File: config.mk
export PLATFORM = sky130hd
export DESIGN_NAME = abte_core
export DESIGN_NICKNAME = d
export VERILOG_FILES = /design/src/rtl/abte_core.v
export VERILOG_INCLUDE_DIRS = /design/src /design/src/rtl
export SDC_FILE = /design/constraint.sdc
export NUM_CORES = 1
export LEC_CHECK = 0
export CAP_MARGIN = 20
export CORE_MARGIN = 5
export CORE_UTILIZATION = 55
export DETAILED_ROUTE_END_ITERATION = 8
export DONT_BUFFER_PORTS = 1
export MAX_ROUTING_LAYER = met4
export PLACE_DENSITY_LB_ADDON = 0.05
export SYNTH_ARGS = -nofsm -noshare
export SYNTH_HDL_FRONTEND = slang
export SYNTH_SLANG_ARGS = --single-unit
File: constraint.sdc
create_clock -name core_clk -period 20.8 [get_ports core_clk]
set_input_delay 2.08 -clock core_clk [delete_from_list [all_inputs] [get_ports core_clk]]
set_output_delay 2.08 -clock core_clk [all_outputs]
set_load 0.01 [all_outputs]
File: src/rtl/abte_regs.vh
// register map, field layout and opcode codes of the add and bit-test executor
// assumes a 32-bit apb bus with byte addresses on paddr[7:0]
`ifndef ABTE_REGS_VH
`define ABTE_REGS_VH

// ----------------------------------------
// register byte offsets
// ----------------------------------------
`define ABTE_OFF_INSTR      8'h00
`define ABTE_OFF_ACC        8'h04
`define ABTE_OFF_STATUS     8'h08
`define ABTE_OFF_FADDR      8'h0c
`define ABTE_OFF_FDATA      8'h10

// ----------------------------------------
// status fields
// ----------------------------------------
`define ABTE_ST_CARRY       0
`define ABTE_ST_DCARRY      1
`define ABTE_ST_ZERO        2
`define ABTE_ST_SKIP        3

// ----------------------------------------
// reset values
// ----------------------------------------
`define ABTE_RST_ACC        8'h00
`define ABTE_RST_INSTR      14'h0000
`define ABTE_RST_FADDR      7'h00
`define ABTE_RST_LATCH      8'h00

// ----------------------------------------
// file address of the pin port
// ----------------------------------------
`define ABTE_PORT_ADDR      7'h06

// ----------------------------------------
// opcode classes
// ----------------------------------------
`define ABTE_OP_ADDF        6'h07
`define ABTE_OP_ANDF        6'h05
`define ABTE_OP_ANDL        6'h39
`define ABTE_OP_ADDL        5'h1f
`define ABTE_OP_BCLR        4'h4
`define ABTE_OP_BSET        4'h5
`define ABTE_OP_TSTC        4'h6
`define ABTE_OP_TSTS        4'h7

`endif

File: src/rtl/abte_core.v
// add, and, bit clear/set and bit-test-and-skip executor with 128-byte file
// assumes an apb master on core_clk; pins sampled synchronously
// Notes on behaviour
// RL1: add_literal_to_acc adds an 8-bit literal to acc and updates carry, digit carry and zero.
// RL2: add_acc_to_file adds a file byte to acc, stores by destination bit, sets all three flags.
// RL3: and_literal_with_acc ands a literal into the accumulator and touches only zero.
// RL4: and_acc_with_file ands the file byte, stores by the destination bit, touches only zero.
// RL5: bit_clear_file clears one bit of a file byte and leaves the flags alone.
// RL6: bit_set_file sets one bit of a file byte and leaves the flags alone.
// RL7: test_skip_if_clear on a zero bit turns the next instruction into a no_operation.
// RL8: test_skip_if_clear on a one bit lets the next instruction run and keeps the flags.
// RL9: test_skip_if_set on a one bit turns the next instruction into a no_operation.
// RL10: test_skip_if_set on a zero bit lets the next instruction run and keeps the flags.
// RL11: read-modify-write on the port address takes its operand from the pins, not the latch.
// RL12: zero means an all-zero result, carry is out of bit 7, digit carry out of bit 3.
// RL13: every instruction and every untaken test completes in one instruction cycle.
//
// The placing of the registers and the APB slave port were chosen for this implementation.
`include "abte_regs.vh"
`default_nettype none

module abte_core
(
    // clock and reset
    input  wire        core_clk,
    input  wire        rst_n,
    // apb slave
    input  wire        psel,
    input  wire        penable,
    input  wire        pwrite,
    input  wire [7:0]  paddr,
    input  wire [31:0] pwdata,
    output reg  [31:0] prdata,
    output reg         pready,
    output reg         pslverr,
    // pin port
    input  wire [7:0]  port_pins,
    output reg  [7:0]  port_latch_q,
    // program counter skip request
    output reg         skip_req_q
);

    // ----------------------------------------
    // state
    // ----------------------------------------
    reg [7:0]  file_mem [0:127];
    reg [7:0]  acc_q;
    reg [13:0] instr_q;
    reg [6:0]  faddr_q;
    reg        carry_q;
    reg        dcarry_q;
    reg        zero_q;

    // ----------------------------------------
    // apb decode
    // ----------------------------------------
    wire setup    = psel & ~penable;
    wire wr_done  = psel & penable & pready & pwrite;
    wire hit_ins  = (paddr == `ABTE_OFF_INSTR);
    wire hit_acc  = (paddr == `ABTE_OFF_ACC);
    wire hit_st   = (paddr == `ABTE_OFF_STATUS);
    wire hit_fa   = (paddr == `ABTE_OFF_FADDR);
    wire hit_fd   = (paddr == `ABTE_OFF_FDATA);
    wire mapped   = hit_ins | hit_acc | hit_st | hit_fa | hit_fd;
    wire exec     = wr_done & hit_ins;

    // ----------------------------------------
    // instruction fields
    // ----------------------------------------
    wire [13:0] op      = pwdata[13:0];
    wire [6:0]  f_addr  = op[6:0];
    wire        dest_f  = op[7];
    wire [2:0]  bit_sel = op[9:7];
    wire [7:0]  literal = op[7:0];

    wire is_addf = (op[13:8] == `ABTE_OP_ADDF);
    wire is_andf = (op[13:8] == `ABTE_OP_ANDF);
    wire is_andl = (op[13:8] == `ABTE_OP_ANDL);
    wire is_addl = (op[13:9] == `ABTE_OP_ADDL);
    wire is_bclr = (op[13:10] == `ABTE_OP_BCLR);
    wire is_bset = (op[13:10] == `ABTE_OP_BSET);
    wire is_tstc = (op[13:10] == `ABTE_OP_TSTC);
    wire is_tsts = (op[13:10] == `ABTE_OP_TSTS);

    // RL11 pins feed port operands
    wire [7:0] f_val = (f_addr == `ABTE_PORT_ADDR) ? port_pins : file_mem[f_addr];
    wire [7:0] fd_rd = (faddr_q == `ABTE_PORT_ADDR) ? port_pins : file_mem[faddr_q];

    // ----------------------------------------
    // datapath
    // ----------------------------------------
    wire [7:0] opnd = (is_addl | is_andl) ? literal : f_val;
    // RL12 carry out of bits 7 and 3
    wire [8:0] sum9 = {1'b0, acc_q} + {1'b0, opnd};
    wire [4:0] sum5 = {1'b0, acc_q[3:0]} + {1'b0, opnd[3:0]};
    wire [7:0] andv = acc_q & opnd;

    wire [7:0] bmask;
    genvar gi;
    generate
        for (gi = 0; gi < 8; gi = gi + 1)
        begin : g_mask
            assign bmask[gi] = (bit_sel == gi);
        end
    endgenerate

    wire       tbit = |(f_val & bmask);

    reg [7:0] res;
    reg       wr_acc;
    reg       wr_file;
    reg       upd_c;
    reg       upd_z;
    reg       skip_now;
    always @*
    begin
        res      = 8'h00;
        wr_acc   = 1'b0;
        wr_file  = 1'b0;
        upd_c    = 1'b0;
        upd_z    = 1'b0;
        skip_now = 1'b0;
        if (!skip_req_q)
        begin
            // RL1 literal add to acc
            if (is_addl)
            begin
                res    = sum9[7:0];
                wr_acc = 1'b1;
                upd_c  = 1'b1;
                upd_z  = 1'b1;
            end
            // RL2 file add by destination
            else if (is_addf)
            begin
                res     = sum9[7:0];
                wr_acc  = ~dest_f;
                wr_file = dest_f;
                upd_c   = 1'b1;
                upd_z   = 1'b1;
            end
            // RL3 literal and, zero only
            else if (is_andl)
            begin
                res    = andv;
                wr_acc = 1'b1;
                upd_z  = 1'b1;
            end
            // RL4 file and by destination
            else if (is_andf)
            begin
                res     = andv;
                wr_acc  = ~dest_f;
                wr_file = dest_f;
                upd_z   = 1'b1;
            end
            // RL5 clear one bit
            else if (is_bclr)
            begin
                res     = f_val & ~bmask;
                wr_file = 1'b1;
            end
            // RL6 set one bit
            else if (is_bset)
            begin
                res     = f_val | bmask;
                wr_file = 1'b1;
            end
            // RL7 RL8 skip on clear bit
            else if (is_tstc)
            begin
                skip_now = ~tbit;
            end
            // RL9 RL10 skip on set bit
            else if (is_tsts)
            begin
                skip_now = tbit;
            end
        end
    end

    // ----------------------------------------
    // apb answer
    // ----------------------------------------
    reg [31:0] rd_mux;
    always @*
    begin
        rd_mux = 32'h00000000;
        if (hit_ins)
            rd_mux = {18'h00000, instr_q};
        else if (hit_acc)
            rd_mux = {24'h000000, acc_q};
        else if (hit_st)
            rd_mux = {28'h0000000, skip_req_q, zero_q, dcarry_q, carry_q};
        else if (hit_fa)
            rd_mux = {25'h0000000, faddr_q};
        else if (hit_fd)
            rd_mux = {24'h000000, fd_rd};
    end

    always @(posedge core_clk or negedge rst_n)
    begin
        if (!rst_n)
        begin
            pready  <= 1'b0;
            prdata  <= 32'h00000000;
            pslverr <= 1'b0;
        end
        else
        begin
            pready <= setup;
            if (setup)
            begin
                prdata  <= pwrite ? 32'h00000000 : rd_mux;
                pslverr <= ~mapped;
            end
        end
    end

    // ----------------------------------------
    // execution and register writes
    // ----------------------------------------
    wire fd_wr = wr_done & hit_fd;
    wire [6:0] mem_a = exec ? f_addr : faddr_q;
    wire [7:0] mem_d = exec ? res : pwdata[7:0];
    wire       mem_w = (exec & wr_file) | fd_wr;

    // ----------------------------------------
    // file memory
    // ----------------------------------------
    always @(posedge core_clk)
    begin
        if (mem_w && mem_a != `ABTE_PORT_ADDR)
            file_mem[mem_a] <= mem_d;
    end

    // ----------------------------------------
    // port output latch
    // ----------------------------------------
    // RL11 port writes hit latch
    always @(posedge core_clk or negedge rst_n)
    begin
        if (!rst_n)
            port_latch_q <= `ABTE_RST_LATCH;
        else if (mem_w && mem_a == `ABTE_PORT_ADDR)
            port_latch_q <= mem_d;
    end

    // ----------------------------------------
    // skip request
    // ----------------------------------------
    // RL13 one cycle unless skip taken
    always @(posedge core_clk or negedge rst_n)
    begin
        if (!rst_n)
            skip_req_q <= 1'b0;
        else if (exec)
            skip_req_q <= skip_now;
    end

    // ----------------------------------------
    // accumulator, flags and file address
    // ----------------------------------------
    always @(posedge core_clk or negedge rst_n)
    begin
        if (!rst_n)
        begin
            acc_q        <= `ABTE_RST_ACC;
            instr_q      <= `ABTE_RST_INSTR;
            faddr_q      <= `ABTE_RST_FADDR;
            carry_q      <= 1'b0;
            dcarry_q     <= 1'b0;
            zero_q       <= 1'b0;
        end
        else
        begin
            if (exec)
            begin
                instr_q <= op;
                if (wr_acc)
                    acc_q <= res;
                if (upd_c)
                begin
                    carry_q  <= sum9[8];
                    dcarry_q <= sum5[4];
                end
                // RL12 zero on all-zero result
                if (upd_z)
                    zero_q <= (res == 8'h00);
            end
            else if (wr_done)
            begin
                if (hit_acc)
                    acc_q <= pwdata[7:0];
                if (hit_fa)
                    faddr_q <= pwdata[6:0];
                if (hit_st)
                begin
                    carry_q  <= pwdata[`ABTE_ST_CARRY];
                    dcarry_q <= pwdata[`ABTE_ST_DCARRY];
                    zero_q   <= pwdata[`ABTE_ST_ZERO];
                end
            end
        end
    end

endmodule

`default_nettype wire

==> run_results.csv <==
group,metric,value,unit
floorplan,die_x,317,um
yosys,synth.most_common_cell,"edfxtp_1",
yosys,synth_area_leaders,"edfxtp_1 (59%), mux4_2 (24%), mux2i_1 (3.0%)",
finish,area_growth,9.85,%
sta,setup_viol,0,
clock_tree,clockBufferDepth,3,
finish,drive_gt1_share,29.2,%
sta,hold_viol,0,
yosys,netlist.area_leader.share,59.2,%
detailed_routing,drcViolationCount,0,
yosys,yosys_warnings,0,
yosys,syn_area,52000,um2
yosys,synth_top_cells_by_count,"edfxtp_1 (1024), mux4_2 (547), nor2_1 (191)",
job,cap_violations,0,
detailed_routing,routed_wl,155000,um
clock_tree,clkSinkCount,1081,
yosys,synth.distinct_cells,76,
sta,period_share,40.2,%
clock_tree,clock_latency,0.70,ns
clock_tree,cts_root_buf,"clkbuf_16",
sta,fin_ws,12.44,ns
sta,slew_headroom,15.8,%
critical_path,crit_fanout,302,
sta,maxSlewViolCount,0,
global_routing,antenna_found_initial,2,
run_status,status,"finished, final reports clean",
power,total_power,0.00465,W
detailed_routing,vias,30100,
global_routing,first_global_vias,30300,
placed_design,gp_congestion,0.911,
critical_path,rr_startpoint,"file_mem[55][1]$_DFFE_PP_",
detailed_routing,drtIter0Drc,4097,
clock_tree,clk_pin_slew_worst_paths,0.06,ns
yosys,async_flop_share,5.27,%
sta,fmax,120,MHz
critical_path,required,21.18,ns
global_routing,grt_max_degree,303,
detailed_routing,avgRoutedWirePerCell,37.1,um
min_path,min_path_cells,2,
global_routing,grt_pass1_wl,222000,um
floorplan,io-pin-count,96,
yosys,synth_top_area_cell,"edfxtp_1",
power,power_leakage,17.9,nW
finish,nets,2899,
critical_path,crit_start,"pwdata[0]",
clock_tree,hold_buffers,0,
placed_design,io_buffer_count,0,
min_path,min_from,"instr_q[12]$_DFFE_PN0P_",
floorplan,start_util,55.5,%
yosys,syn_area_per_cell,18.1,um2
min_path,worstHoldEndpoint,"instr_q[12]$_DFFE_PN0P_",
global_routing,grt_overflow_total,0,
placed_design,post-place-ws,12.06,ns
power,power.density,81.5,nW/um2
critical_path,start_kind,"input port",
sta,final.min_clock_period,8.36,ns
clock_tree,post_cts.repair.setup_buffers,0,
yosys,seq_area_frac_synth,61.9,%
critical_path,cp.arrival,8.74,ns
sta,finalSetupTns,0,ns
clock_tree,numCtsBuffers,112,
sta,finalClockSkew,0.0324,ns
min_path,worstHoldPathType,"register to register",
clock_tree,cts_htree_levels,3,
finish,design_area,57100,um2
power,vdd_ir_drop_max,0.0653,mV
global_routing,grt.total_usage,31.4,%
yosys,ys_ff_latch,1081,
floorplan,core-area,93600,um2
detailed_routing,drtAntennaViolNets,0,
yosys,synthCells,2865,
sta,rsz0062_at_grt,"no",
critical_path,setup.worst_path.class,"input port to register",
detailed_routing,dr.pass1.iters,6,
critical_path,r2r_end,"file_mem[113][7]$_DFFE_PP_",
yosys,synth_edf_count,1024,
floorplan,die_area,101000,um2
clock_tree,ctsResizeCount,0,
sta,tightest_slew,1.26,ns
yosys,synth_flop_cell,"edfxtp_1",
detailed_routing,viasPerCell,7.18,
critical_path,end_kind,"register",
critical_path,regToRegSetupSlack,14.42,ns
floorplan,die_height,317,um
placed_design,hpwlAfterDp,94700,um
critical_path,reg2reg_depth,17,
placed_design,dpl_cell_area,53100,um2
floorplan,rows,112,
clock_tree,cts_tree,"built",
how the worst max path moves through the flow:
stage / to / cells after the start
4_1_cts: file_mem[85][6]$_DFFE_PP_ / 20
6_report: file_mem[113][7]$_DFFE_PP_ / 17
2_1_floorplan: file_mem[0][1]$_DFFE_PP_ / 20
5_1_grt: file_mem[96][6]$_DFFE_PP_ / 18
3_5_place_dp: file_mem[49][6]$_DFFE_PP_ / 20
3_3_place_gp: file_mem[120][6]$_DFFE_PP_ / 20
layer usage:
metal / global-route usage (%) / wire length, um
met3: 8.52 / 17100
met4: 9.10 / 5390
met1: 42.8 / 59500
met5: - / 0
met2: 47.7 / 73200
final cells by class:
cell class,instances,area (um2)
Antenna cell,1,2.50
Multi-Input combinational cell,1550,18800
Inverter,15,61.3
Sequential cell,1081,32200
Clock buffer,132,2940
Fill cell,6733,36500
Timing Repair Buffer,77,719
Tap cell,1254,1570
Clock inverter,74,816
per-stage QoR:
stage	hold WS, ns	utilization [%]	cells
after global routing	0.505	61.0	4183
after detailed placement	0.464	56.8	3963
after floorplan	0.441	-	2890
final	0.477	61.0	4184
after CTS	0.479	60.8	4169
after global placement	0.461	56.6	3951
sequential cells by signal, indices dropped and copies added (netlist names):
signal / count
file_mem: 1024
instr_q: 14
prdata: 14
acc_q: 8
port_latch_q: 8
faddr_q: 7
carry_q: 1
dcarry_q: 1
pready: 1
pslverr: 1
skip_req_q: 1
zero_q: 1
worst max-delay path, stage by stage:
cell      delay (ns)
mux4_2          0.89
mux2i_1         0.31
nor2_1          0.08
o32ai_1         0.94
a211oi_1        0.34
nand2_1         0.13
o21ai_0         0.14
ha_1            0.34
a21o_1          0.16
a21oi_1         0.22
o21bai_1        0.15
a211oi_1        0.39
o2111a_1        0.25
nor4_1          0.05
a21oi_1         0.23
mux2_4          0.71
buf_4           0.65
logic make-up (layout without fill, tap and decap cells):
group | count (synthesis) | in the layout | share of synthesized area [%]
AO/OA/AOI/OAI | 288 | 288 | 3.79
XOR/XNOR | 5 | 5 | 0.0843
adder cells (fa/ha/maj) | 9 | 9 | 0.231
buffers and inverters | 259 | 298 | 2.23
flip-flops | 1081 | 1081 | 61.9
multiplexers | 748 | 748 | 27.7
other | 1 | 27 | 0.00722
AND/OR/NAND/NOR | 474 | 474 | 4.06
cells in the final DEF (no fill, tap or decap), drive strengths merged, types with 21 or more instances in the layout:
cell,netlist,layout
a21oi,49,49
clkinv,0,51
o21ai,64,64
mux2,46,46
mux2i,155,155
nor2,191,191
nand3,28,28
conb,1,26
buf,118,76
mux4,547,547
a22oi,27,27
o22ai,21,21
dfrtp,57,57
nand2,147,147
clkbuf,126,133
edfxtp,1024,1024
power breakdown:
group          switching [W]  internal (W)
registers         0.00000192       0.00238
logic               0.000117     0.0000812
clock network       0.000842       0.00123
No activity file was read; power rests on OpenSTA's default activity.
